<file path="config.mk">
export PLATFORM = sky130hd
export DESIGN_NAME = scc_ctrl
export DESIGN_NICKNAME = d
export VERILOG_FILES = /design/src/scc_pkg.sv /design/src/scc_ctrl.sv /design/src/scc_clk_sel.sv
export SDC_FILE = /design/constraint.sdc
export NUM_CORES = 1
export LEC_CHECK = 0
export CAP_MARGIN = 10
export CORE_MARGIN = 10
export CORE_UTILIZATION = 45
export DETAILED_ROUTE_END_ITERATION = 10
export DONT_BUFFER_PORTS = 1
export HOLD_SLACK_MARGIN = 0.15
export PLACE_DENSITY = 0.71
export SETUP_SLACK_MARGIN = 0.02
export SLEW_MARGIN = 20
export SYNTH_ARGS = -nofsm -noshare
export SYNTH_HDL_FRONTEND = slang
export SYNTH_SLANG_ARGS = --single-unit
</file>
<file path="constraint.sdc">
create_clock -name sys_clk -period 3.7 [get_ports sys_clk]
set_input_delay 0 -clock sys_clk [delete_from_list [all_inputs] [get_ports sys_clk]]
set_output_delay 0 -clock sys_clk [all_outputs]
set_load 0.01 [all_outputs]
</file>
<file path="src/scc_pkg.sv">
package scc_pkg;
  // card clock source codes, written as {reset, serial line}
  localparam logic [1:0] CLK_SYNC = 2'h0;
  localparam logic [1:0] CLK_DIV4 = 2'h1;
  localparam logic [1:0] CLK_DIV2 = 2'h3;
  localparam logic [1:0] CLK_DIV1 = 2'h2;

  typedef enum logic [2:0] {
    MODE_STANDBY,
    MODE_PROG,
    MODE_ACTIVE,
    MODE_TRANS,
    MODE_IDLE
  } scc_mode_e;

  typedef struct packed {
    logic vcc_high;
    logic [1:0] clk_sel;
  } scc_cfg_s;

  typedef struct packed {
    logic supply_uv;
    logic overcurrent;
    logic overtemp;
  } scc_fault_s;

  // state 4: synchronous clock, 5 V supply
  localparam scc_cfg_s CFG_RESET = '{vcc_high: 1'b1, clk_sel: CLK_SYNC};

  // sequencer levels: how many card line groups are enabled
  localparam logic [2:0] LVL_OFF = 3'h0;
  localparam logic [2:0] LVL_IO = 3'h1;
  localparam logic [2:0] LVL_CLK = 3'h2;
  localparam logic [2:0] LVL_AUX = 3'h3;
  localparam logic [2:0] LVL_RST = 3'h4;

  localparam int CLK_PERIOD_NS = 8;
  localparam int SEQ_STEP_NS = 1000;
  localparam int SEQ_STEP_CYCLES = (SEQ_STEP_NS + CLK_PERIOD_NS - 1) / CLK_PERIOD_NS;
  localparam int OC_TIME_MS = 160;
  localparam int OC_CYCLES = (OC_TIME_MS * 1000000) / CLK_PERIOD_NS;
endpackage

</file>
<file path="src/scc_ctrl.sv">
`timescale 1ns/10ps
module scc_ctrl #(
  parameter int OC_CYCLES = scc_pkg::OC_CYCLES,
  parameter int STEP_CYCLES = scc_pkg::SEQ_STEP_CYCLES
) (
  input wire logic sys_clk,
  input wire logic arst_n,
  input wire logic cs_n,
  input wire logic power_request,
  input wire logic mode_status_pin_in,
  output logic mode_status_pin_out,
  output logic mode_status_pin_oe_n,
  input wire logic host_reset,
  input wire logic host_io_in,
  output logic host_io_out,
  output logic host_io_oe_n,
  input wire logic host_aux_four_in,
  output logic host_aux_four_out,
  output logic host_aux_four_oe_n,
  input wire logic host_aux_eight_in,
  output logic host_aux_eight_out,
  output logic host_aux_eight_oe_n,
  input wire logic sync_clock_in,
  input wire logic async_clock_in,
  input wire logic card_present,
  input wire logic card_supply_ok,
  input wire scc_pkg::scc_fault_s faults,
  output logic card_supply_on,
  output logic card_supply_high,
  output logic card_clock_out,
  output logic card_reset_out,
  input wire logic card_serial_line_in,
  output logic card_serial_line_out,
  output logic card_serial_line_oe_n,
  input wire logic card_aux_four_in,
  output logic card_aux_four_out,
  output logic card_aux_four_oe_n,
  input wire logic card_aux_eight_in,
  output logic card_aux_eight_out,
  output logic card_aux_eight_oe_n,
  output logic wake_n,
  output scc_pkg::scc_mode_e mode
);
  scc_pkg::scc_mode_e next_mode;
  scc_pkg::scc_cfg_s cfg;
  logic cs_q;
  logic pr_q;
  logic card_q;
  logic [2:0] lvl;
  logic [15:0] step_cnt;
  logic [24:0] oc_cnt;
  logic deact;
  logic supply_up;
  logic armed;
  logic conv_fault;
  logic [2:0] to_card;
  logic [2:0] to_host;

  // host and card edge events
  wire cs_fall = cs_q & ~cs_n;
  wire cs_rise = ~cs_q & cs_n;
  wire pr_rise = ~pr_q & power_request;
  wire card_arrive = card_present & ~card_q;

  // programming capture and configuration
  wire prog_latch = (mode == scc_pkg::MODE_PROG) & cs_rise & ~mode_status_pin_in;
  wire [1:0] prog_clk = {host_reset, host_io_in};

  // fault detection while the card is powered
  wire oc_trip = (oc_cnt == 25'(OC_CYCLES - 1)) & faults.overcurrent;
  wire trip = card_supply_on & ~deact
    & ((supply_up & faults.supply_uv) | oc_trip | faults.overtemp | ~card_present);
  wire host_off = ~cs_n & ~power_request & card_supply_on & ~deact;
  wire start = (mode == scc_pkg::MODE_ACTIVE) & ~cs_n & power_request & armed
    & card_present & ~card_supply_on & ~deact;
  wire step_done = (step_cnt == 16'h0);
  wire seq_up = card_supply_on & ~deact & card_supply_ok & (lvl < scc_pkg::LVL_RST);

  // card line group enables from the sequencer level
  wire io_en = (lvl >= scc_pkg::LVL_IO);
  wire clk_en = (lvl >= scc_pkg::LVL_CLK);
  wire aux_en = (lvl >= scc_pkg::LVL_AUX);
  wire rst_en = (lvl >= scc_pkg::LVL_RST);
  wire [2:0] line_en = {aux_en, aux_en, io_en};
  wire sync_idle = (mode == scc_pkg::MODE_IDLE) & (cfg.clk_sel == scc_pkg::CLK_SYNC);
  wire clk_run = clk_en & ~sync_idle;

  // status pin: output only while selected and not programming
  wire drive_status = ~cs_n & ~cs_q & (mode != scc_pkg::MODE_PROG);
  wire status_val = power_request ? ~conv_fault : card_present;
  assign mode_status_pin_oe_n = ~drive_status;

  // mode transitions
  always_comb begin
    next_mode = mode;
    case (mode)
      scc_pkg::MODE_STANDBY: begin
        if (cs_fall) begin
          next_mode = mode_status_pin_in ? scc_pkg::MODE_ACTIVE : scc_pkg::MODE_PROG;
        end
      end
      scc_pkg::MODE_PROG: begin
        if (cs_rise) begin
          next_mode = scc_pkg::MODE_STANDBY;
        end
      end
      scc_pkg::MODE_ACTIVE: begin
        if (card_supply_on & ~deact & ~trip & ~host_off & (lvl == scc_pkg::LVL_RST)) begin
          next_mode = scc_pkg::MODE_TRANS;
        end else if (cs_n & ~card_supply_on) begin
          next_mode = scc_pkg::MODE_STANDBY;
        end
      end
      scc_pkg::MODE_TRANS: begin
        if (trip | host_off) begin
          next_mode = scc_pkg::MODE_ACTIVE;
        end else if (cs_n) begin
          next_mode = scc_pkg::MODE_IDLE;
        end
      end
      scc_pkg::MODE_IDLE: begin
        if (trip) begin
          next_mode = scc_pkg::MODE_ACTIVE;
        end else if (~cs_n) begin
          next_mode = scc_pkg::MODE_TRANS;
        end
      end
      default: next_mode = scc_pkg::MODE_STANDBY;
    endcase
  end

  // state register, edge history and configuration
  always_ff @(posedge sys_clk or negedge arst_n) begin
    if (!arst_n) begin
      mode <= scc_pkg::MODE_STANDBY;
      cs_q <= 1'b1;
      pr_q <= 1'b0;
      card_q <= 1'b0;
      cfg <= scc_pkg::CFG_RESET;
    end else begin
      mode <= next_mode;
      cs_q <= cs_n;
      pr_q <= power_request;
      card_q <= card_present;
      if (prog_latch) begin
        cfg <= '{vcc_high: power_request, clk_sel: prog_clk};
      end
    end
  end

  // converter control and activation / deactivation sequencer
  always_ff @(posedge sys_clk or negedge arst_n) begin
    if (!arst_n) begin
      card_supply_on <= 1'b0;
      deact <= 1'b0;
      lvl <= scc_pkg::LVL_OFF;
      step_cnt <= 16'h0;
      supply_up <= 1'b0;
    end else if (deact) begin
      step_cnt <= step_done ? 16'(STEP_CYCLES - 1) : step_cnt - 16'h1;
      if (step_done && lvl != scc_pkg::LVL_OFF) begin
        lvl <= lvl - 3'h1;
      end else if (step_done) begin
        card_supply_on <= 1'b0;
        supply_up <= 1'b0;
        deact <= 1'b0;
      end
    end else if (trip | host_off) begin
      deact <= 1'b1;
      step_cnt <= 16'h0;
    end else if (start) begin
      card_supply_on <= 1'b1;
      step_cnt <= 16'(STEP_CYCLES - 1);
    end else if (seq_up) begin
      supply_up <= 1'b1;
      step_cnt <= step_done ? 16'(STEP_CYCLES - 1) : step_cnt - 16'h1;
      lvl <= step_done ? lvl + 3'h1 : lvl;
    end
  end

  // overcurrent integration, converter status and restart arming
  always_ff @(posedge sys_clk or negedge arst_n) begin
    if (!arst_n) begin
      oc_cnt <= 25'h0;
      conv_fault <= 1'b0;
      armed <= 1'b1;
    end else begin
      oc_cnt <= (faults.overcurrent & card_supply_on & ~oc_trip) ? oc_cnt + 25'h1 : 25'h0;
      if (trip) begin
        conv_fault <= 1'b1;
      end else if (faults.overtemp | faults.overcurrent) begin
        conv_fault <= 1'b1;
      end else if (start) begin
        conv_fault <= 1'b0;
      end
      if (trip) begin
        armed <= 1'b0;
      end else if (~power_request) begin
        armed <= 1'b1;
      end
    end
  end

  // wake request, status pin data and card reset
  always_ff @(posedge sys_clk or negedge arst_n) begin
    if (!arst_n) begin
      wake_n <= 1'b1;
      mode_status_pin_out <= 1'b0;
      card_reset_out <= 1'b0;
    end else begin
      if ((mode == scc_pkg::MODE_STANDBY) & card_arrive) begin
        wake_n <= 1'b0;
      end else if (cs_rise | pr_rise) begin
        wake_n <= 1'b1;
      end
      mode_status_pin_out <= status_val;
      if (!rst_en) begin
        card_reset_out <= 1'b0;
      end else if (!cs_n) begin
        card_reset_out <= host_reset;
      end
    end
  end

  // bidirectional line repeaters: io, aux four, aux eight
  wire [2:0] h_in = {host_aux_eight_in, host_aux_four_in, host_io_in};
  wire [2:0] c_in = {card_aux_eight_in, card_aux_four_in, card_serial_line_in};
  always_ff @(posedge sys_clk or negedge arst_n) begin
    if (!arst_n) begin
      to_card <= 3'h0;
      to_host <= 3'h0;
    end else begin
      for (int i = 0; i < 3; i++) begin
        if (!line_en[i]) begin
          to_card[i] <= 1'b0;
          to_host[i] <= 1'b0;
        end else if (!cs_n) begin
          to_card[i] <= ~h_in[i] & ~to_host[i];
          to_host[i] <= ~c_in[i] & ~to_card[i];
        end else begin
          to_host[i] <= 1'b0;
        end
      end
    end
  end

  // open-drain drives; disabled card lines are held at ground
  assign card_serial_line_out = 1'b0;
  assign card_aux_four_out = 1'b0;
  assign card_aux_eight_out = 1'b0;
  assign card_serial_line_oe_n = line_en[0] & ~to_card[0];
  assign card_aux_four_oe_n = line_en[1] & ~to_card[1];
  assign card_aux_eight_oe_n = line_en[2] & ~to_card[2];
  assign host_io_out = 1'b0;
  assign host_aux_four_out = 1'b0;
  assign host_aux_eight_out = 1'b0;
  assign host_io_oe_n = ~(to_host[0] & ~cs_n);
  assign host_aux_four_oe_n = ~(to_host[1] & ~cs_n);
  assign host_aux_eight_oe_n = ~(to_host[2] & ~cs_n);
  assign card_supply_high = cfg.vcc_high;

  // glitch-free card clock selection
  scc_clk_sel u_clk (
    .sys_clk(sys_clk),
    .arst_n(arst_n),
    .sync_clock_in(sync_clock_in),
    .async_clock_in(async_clock_in),
    .sel(cfg.clk_sel),
    .run(clk_run),
    .card_clock_out(card_clock_out)
  );

  prog_latch_a: assert property (@(posedge sys_clk) disable iff (!arst_n)
    prog_latch |=> cfg == {$past(power_request), $past(host_reset), $past(host_io_in)})
    else $error("programming values not captured");
  status_drive_a: assert property (@(posedge sys_clk) disable iff (!arst_n)
    !mode_status_pin_oe_n |-> !cs_n && mode != scc_pkg::MODE_PROG)
    else $error("status pin driven while deselected");
  status_code_a: assert property (@(posedge sys_clk) disable iff (!arst_n)
    !power_request |=> mode_status_pin_out == $past(card_present))
    else $error("card status code wrong");
  standby_off_a: assert property (@(posedge sys_clk) disable iff (!arst_n)
    mode == scc_pkg::MODE_STANDBY |-> !card_supply_on && lvl == scc_pkg::LVL_OFF)
    else $error("card powered in standby");
  wake_set_a: assert property (@(posedge sys_clk) disable iff (!arst_n)
    mode == scc_pkg::MODE_STANDBY && card_arrive |=> !wake_n)
    else $error("wake not asserted on card arrival");
  wake_clear_a: assert property (@(posedge sys_clk) disable iff (!arst_n)
    (cs_rise || pr_rise) && !(mode == scc_pkg::MODE_STANDBY && card_arrive) |=> wake_n)
    else $error("wake not released");
  trans_entry_a: assert property (@(posedge sys_clk) disable iff (!arst_n)
    mode == scc_pkg::MODE_TRANS |-> card_supply_on && lvl == scc_pkg::LVL_RST)
    else $error("transaction without full activation");
  host_down_a: assert property (@(posedge sys_clk) disable iff (!arst_n)
    host_off |=> deact ##1 deact)
    else $error("host powerdown not started");
  fault_down_a: assert property (@(posedge sys_clk) disable iff (!arst_n)
    trip |=> deact && mode == scc_pkg::MODE_ACTIVE)
    else $error("fault did not start powerdown");
  deact_order_a: assert property (@(posedge sys_clk) disable iff (!arst_n)
    deact && !$stable(lvl) |-> lvl == $past(lvl) - 3'h1 && card_supply_on)
    else $error("deactivation out of order");
  supply_last_a: assert property (@(posedge sys_clk) disable iff (!arst_n)
    $fell(card_supply_on) |-> lvl == scc_pkg::LVL_OFF && $past(deact))
    else $error("supply removed before card lines");
  after_down_a: assert property (@(posedge sys_clk) disable iff (!arst_n)
    $fell(deact) |-> mode == scc_pkg::MODE_ACTIVE)
    else $error("powerdown did not return to active");
  hold_desel_a: assert property (@(posedge sys_clk) disable iff (!arst_n)
    cs_n && $past(cs_n) && $stable(lvl) && $past(lvl) == $past(lvl, 2)
    |-> $stable(to_card) && $stable(card_reset_out))
    else $error("card lines changed while deselected");
endmodule

</file>
<file path="src/scc_clk_sel.sv">
`timescale 1ns/10ps
module scc_clk_sel (
  input wire logic sys_clk,
  input wire logic arst_n,
  input wire logic sync_clock_in,
  input wire logic async_clock_in,
  input wire logic [1:0] sel,
  input wire logic run,
  output logic card_clock_out
);
  logic async_q;
  logic [1:0] div;
  logic [1:0] cur_sel;
  logic gate;
  wire async_rise = async_clock_in & ~async_q;

  // candidate level of each source
  function automatic logic pick(input logic [1:0] s, input logic sy, input logic as,
                                input logic [1:0] d);
    logic v;
    v = sy;
    case (s)
      scc_pkg::CLK_DIV1: v = as;
      scc_pkg::CLK_DIV2: v = d[0];
      scc_pkg::CLK_DIV4: v = d[1];
      default: v = sy;
    endcase
    return v;
  endfunction

  wire cand_cur = pick(cur_sel, sync_clock_in, async_clock_in, div);
  wire cand_new = pick(sel, sync_clock_in, async_clock_in, div);
  // switch only while both old output and new source are low
  wire swap_ok = ~card_clock_out & ~cand_new;

  // divider counts async rising edges; gate opens and closes only on low phases
  always_ff @(posedge sys_clk or negedge arst_n) begin
    if (!arst_n) begin
      async_q <= 1'b0;
      div <= 2'h0;
      cur_sel <= scc_pkg::CLK_SYNC;
      gate <= 1'b0;
      card_clock_out <= 1'b0;
    end else begin
      async_q <= async_clock_in;
      div <= async_rise ? div + 2'h1 : div;
      cur_sel <= swap_ok ? sel : cur_sel;
      gate <= run ? (gate | ~cand_cur) : (gate & cand_cur);
      card_clock_out <= gate & cand_cur & (swap_ok ? cand_new : 1'b1);
    end
  end

  sel_on_low_a: assert property (@(posedge sys_clk) disable iff (!arst_n)
    !$stable(cur_sel) |-> !$past(card_clock_out))
    else $error("clock source changed while card clock high");
  gate_low_a: assert property (@(posedge sys_clk) disable iff (!arst_n)
    $rose(gate) |-> !card_clock_out)
    else $error("clock gate opened during a high phase");
endmodule

</file>
==> impl_metrics.yaml, run 1 <==
place:
  numPortBuffers: 0
  placed_cells: 528
  dpl.hpwl_mm: 6.34
  place_congestion: 0.854
  pre_cts_slack_ps: 1160
timing:
  finalSetupTns_ps: 0
  setup_ws_ps: 990
  finalHoldViolations: 0
  rsz0062_at_grt: "false"
  worst_hold_slack_ps: 169
  slew_headroom: 0.387
  finalCriticalPeriod_ps: 2710
  fin_crit_sh: 0.733
  fin_skew_ps: 13.7
  max_freq_mhz: 369
  setup_violations: 0
  tightest_slew_ps: 917
  slew_violations: 0
route:
  first_pass_iters: 4
  ant_nets: 0
  viasPerCell: 5.86
  num_vias: 3309
  drcViolationCount: 0
  dr.first_iter.drc_count: 189
  drt-total-wl_mm: 9.26
  wl_per_cell_um: 16.4
synthesis:
  synth_ff_type: "dfrtp_1"
  synth_area_sq_um: 4020
  synth_edf_count: 0
  synth_warnings: 0
  synth.distinct_cells: 63
  syn_area_per_cell_sq_um: 9.27
  synthArstFlopShare: 1.00
  syn-instance-count: 434
  synth-seq-cells: 74
  synth-seq-area-share: 0.461
global_routing:
  grt_max_degree: 75
  grt_pass1_vias: 3164
  grt_pass1_wl_mm: 15.7
  grt_remaining_overflow: 0
  antenna_found_initial: 0
  grt_usage: 0.144
final_layout:
  final_cells: 565
  layout.nets: 480
  drive_above_1_share: 0.0788
  final_util: 0.522
  synthToLayoutAreaGrowth_pct: 13.1
  num_antenna_cells: 0
clocking:
  cts_made_buffers: 9
  clk_latency_ps: 360
  clk_path_buf_depth: 2
  path_clk_slew_ps: 90
  htreeDepth: 3
  cts_resized: 0
  cts_root_buf: "clkbuf_8"
  cts_num_sinks: 74
  cts_tree: "done"
critical_path:
  r2r-start: "oc_cnt[0]"
  end_kind: "register"
  critical_path_class: "reg -> reg"
  arrival_ps: 3000
  crit_fanout: 7
  cp-start-kind: "register"
  cp.required_ps: 3990
  critPathLaunch: "oc_cnt[0]"
die:
  die-area_sq_um: 13100
  io_pins: 41
  initial_utilization: 0.461
  die_h_um: 115
  core_area_sq_um: 8720
  dieWidth_um: 115
  row_count: 34
power_and_ir_drop:
  ir_drop_mv: 0.196
  power.leakage_nw: 1.88
  powerDensity_nw_per_um2: 512
status:
  status: "completed"
flow_run:
  maxCapViolCount: 0
hold_path:
  hold_path.class: "in -> async"
-- registers in the layout, summed over array words and instances (netlist names), 2 cells and up, named ones only --
name	count
lvl	3
step_cnt	16
to_host	3
u_clk.div	2
cfg	2
u_clk.cur_sel	2
mode	3
oc_cnt	25
to_card	3
-- stage by stage --
| stage | power [W] | area, sq um |
|---|---|---|
| floorplan | 0.00145 | 4040 |
| global placement | 0.00153 | 4090 |
| detailed placement | 0.00154 | 4090 |
| CTS | 0.00234 | 4550 |
| global route | 0.00246 | 4550 |
| finish | 0.00233 | 4550 |
-- synthesized netlist by cell type, types with 5 or more instances --
cell type,number,area share
a21oi_1,19,0.024
a31oi_1,5,0.0078
and3_1,6,0.0093
buf_4,6,0.011
clkbuf_1,12,0.011
dfrtp_1,70,0.44
ha_1,9,0.028
inv_1,16,0.015
nand2_1,28,0.026
nand3_1,18,0.022
nand4_1,13,0.020
nor2_1,70,0.065
nor3_1,17,0.021
nor4_1,7,0.011
o21ai_0,18,0.022
or3_1,5,0.0078
xnor2_1,11,0.024
xor2_1,15,0.033
-- placed cells by master (no fill, tap or decap), types with 4 or more instances in the layout --
| master | instances |
|---|---|
| nor2_1 | 70 |
| a22oi_1 | 4 |
| clkbuf_8 | 10 |
| xnor2_1 | 11 |
| nor4_1 | 7 |
| dfstp_2 | 4 |
| nor2b_1 | 4 |
| dfrtp_1 | 70 |
| a21oi_1 | 19 |
| dlygate4sd3_1 | 20 |
| nand3b_1 | 4 |
| o21ai_0 | 18 |
| or3_1 | 5 |
| nand2_1 | 28 |
| a311oi_1 | 4 |
| xor2_1 | 15 |
| nand3_1 | 18 |
| and3_1 | 6 |
| inv_1 | 16 |
| ha_1 | 9 |
| nand4_1 | 13 |
| nor3_1 | 17 |
| a31oi_1 | 5 |
| conb_1 | 6 |
| nor4b_1 | 4 |
-- layer usage --
| metal | part of all wire | global-route usage | vias to the layer above |
|---|---|---|---|
| met1 | 0.44 | 0.179 | 1612 |
| met2 | 0.48 | 0.231 | 81 |
| met3 | 0.061 | 0.0466 | 13 |
| li1 | - | - | 1603 |
| met5 | 0 | 0 | - |
| met4 | 0.014 | 0.0434 | 0 |
-- report_power, final --
group	switching, W	total (W)	internal (W)
combinational	0.000257	0.000493	0.000235
sequential	0.000170	0.00110	0.000934
clock	0.000326	0.000733	0.000408
-- critical path, stage by stage (launching register included) --
cell,delay (ps)
dfrtp_1,390
ha_1,200
nand3_1,160
or2_2,340
or3_1,450
a21oi_1,410
a2111o_1,170
dlygate4sd3_1,540
-- final timing paths --
kind,to,slack (ps),cells after the start
max reg2reg,conv_fault,990,7
max in group asynchronous,armed,3190,2
min in group sys_clk,mode[1],170,5
max,conv_fault,990,7
min,u_clk.div[0],170,2
min reg2reg,mode_status_pin_out,460,1
-- area by class of cell --
type                    instances  area, sq um
multi-input cells             328         2020
repair buffers                 23          243
well taps                     108          135
flip-flops and latches         74         1860
inverters                      16         60.1
fillers                       777         4170
clock inverters                 6         97.6
clock buffers                  10          138
-- cell families after synthesis --
kind of cell	synth area share
mux	0.0215
buf+inv	0.0410
compound gates	0.135
simple gates	0.256
flops	0.461
xor+xnor	0.0566
fa+ha+maj	0.0280
other cells	0.000932
-- timing repair --
item / CTS / global route
setup buffers: 0 / 0
hold buffers: 21 / 0
hold endpoints to repair: 107 / 0
No activity file was read; power rests on OpenSTA's default activity.
==> run 2, diff against run 1 <==
==> constraint.sdc (replaced) <==
create_clock -name sys_clk -period 2.6 [get_ports sys_clk]
set_input_delay 0 -clock sys_clk [delete_from_list [all_inputs] [get_ports sys_clk]]
set_output_delay 0 -clock sys_clk [all_outputs]
set_load 0.01 [all_outputs]
==> run 2 against run 1 <==
  * Total power is 41% higher
  * First-iteration DRC count is 7.4% higher
  * Combinational power is 69% higher
  * Maximum frequency is 9.0% higher
  * Clock skew hardly changed
  * Hold slack worse by 29 ps
  * Critical path type unchanged
  * Largest cell class unchanged
  * Highest routed layer unchanged
==> impl_metrics.yaml, run 2 (synthesis results as in run 1) <==
critical_path:
  crit_fanout: 9
  cpMaxStageDelayCell: "or4b_2"
  path_cells: "buf_4 -> inv_1 -> nand2_1 -> or4b_2 -> mux2_2 -> dlygate4sd3_1"
  path_buf_inv: 3
  r2r_setup_slack_ps: 110
  cpLargestDelayFamily: "buffers and inverters"
  arrival_ps: 2750
  end_kind: "register"
  critical_path_class: "reg -> reg"
  cp.required_ps: 2860
  cpPeakStageDelay_ps: 700
  cp-start-kind: "register"
route:
  wl_per_cell_um: 17.0
  dr.first_iter.drc_count: 203
  wl_met2_mm: 4.71
  viasPerCell: 5.93
  ant_nets: 0
  num_vias: 3402
  first_pass_iters: 6
  highest_layer: "met4"
  drcViolationCount: 0
  route.met3.wl_um: 574
  m1WireLength_mm: 4.33
  drt-total-wl_mm: 9.74
final_layout:
  final_cell_mix: "dfrtp_1, nor2_1, nand2_1, a21oi_1"
  num_antenna_cells: 0
  regArea_sq_um: 1860
  largest_registers: "oc_cnt: 25 flops, step_cnt: 16 flops"
  fin_area_sq_um: 4630
  regMostFlops: "oc_cnt"
  largest_reg_flops: 25
  fillers: 789
  final_common_cell: "dfrtp_1"
  synthToLayoutAreaGrowth_pct: 15.1
  multi_input_comb_area_sq_um: 2050
  drive_above_1_share: 0.109
  layout.nets: 489
die:
  die-area_sq_um: 13100
  core_area_sq_um: 8720
  die_h_um: 115
  dieWidth_um: 115
  initial_utilization: 0.461
  io_pins: 41
  row_count: 34
power_and_ir_drop:
  ir_drop_mv: 0.342
  power.leakage_nw: 1.94
  powerDensity_nw_per_um2: 708
timing:
  finalCriticalPeriod_ps: 2490
  finalHoldViolations: 0
  setup_violations: 0
  finalSetupTns_ps: 0
  rsz0062_at_grt: "false"
  fin_skew_ps: 13.6
  max_freq_mhz: 402
  slew_violations: 0
  tightest_slew_ps: 647
  fin_crit_sh: 0.957
  slew_headroom: 0.566
global_routing:
  grt_usage: 0.152
  antenna_found_initial: 0
  grt_pass1_vias: 3295
  grt_remaining_overflow: 0
  grt_pass1_wl_mm: 16.5
  grt_max_degree: 75
clocking:
  htreeDepth: 3
  clk_latency_ps: 370
  cts_root_buf: "clkbuf_8"
  cts_num_sinks: 74
  path_clk_slew_ps: 90
  cts_made_buffers: 9
  post_cts_buffers: 0
  clk_path_buf_depth: 2
  cts_tree: "done"
hold_path:
  hold_path.class: "in -> reg"
place:
  numPortBuffers: 0
  dpl_cell_area_sq_um: 4180
  place_congestion: 0.895
  dpl.hpwl_mm: 6.58
flow_run:
  maxCapViolCount: 0
status:
  status: "completed"
-- run 2: what timing repair did --
action / CTS / global route
resized for setup: 0 / 6
endpoints found under the hold margin: 132 / 0
hold buffers: 20 / 0
endpoints found under the setup margin: 0 / 12
-- run 2: final timing paths --
path | from | endpoint | cells after the start
max in group asynchronous | arst_n | armed | 2
min in group asynchronous | arst_n | u_clk.div[0] | 2
worst max-delay path | mode[2] | cfg[0] | 6
worst max register to register | mode[2] | cfg[0] | 6
worst min register to register | conv_fault | mode_status_pin_out | 1
worst min-delay path | cs_n | cs_q | 1
-- run 2: area by class of cell --
type,count,area share
Tap cell,108,0.0292
Clock inverter,7,0.0184
Sequential cell,74,0.401
Multi-Input combinational cell,328,0.442
Inverter,16,0.0130
Clock buffer,9,0.0267
Timing Repair Buffer,32,0.0697
-- run 2: worst register-to-register path, cell delays in order, from the launching register on --
cell	delay (ps)
dfrtp_1	390
buf_4	180
inv_1	140
nand2_1	120
or4b_2	700
mux2_2	300
dlygate4sd3_1	550
-- run 2: per-stage QoR --
stage / cells / power, W / setup slack, ps / hold slack [ps] / util
2_1_floorplan: 439 / 0.00206 / 209 / -296 / -
4_1_cts: 574 / 0.00329 / 108 / 157 / 0.528
3_5_place_dp: 538 / 0.00225 / 154 / -293 / 0.479
5_1_grt: 574 / 0.00348 / 33.1 / 153 / 0.531
3_3_place_gp: 538 / 0.00222 / 212 / -293 / 0.479
6_report: 574 / 0.00328 / 113 / 141 / 0.531
-- run 2: where the power goes --
group | internal, W | switching [W]
clock | 0.000461 | 0.000489
combinational | 0.000368 | 0.000463
sequential | 0.00133 | 0.000167
-- run 2: layer usage --
metal | track usage | up-vias
met4 | 0.0485 | 0
met2 | 0.245 | 100
met3 | 0.0430 | 12
met1 | 0.193 | 1671
li1 | - | 1619
met5 | 0 | -
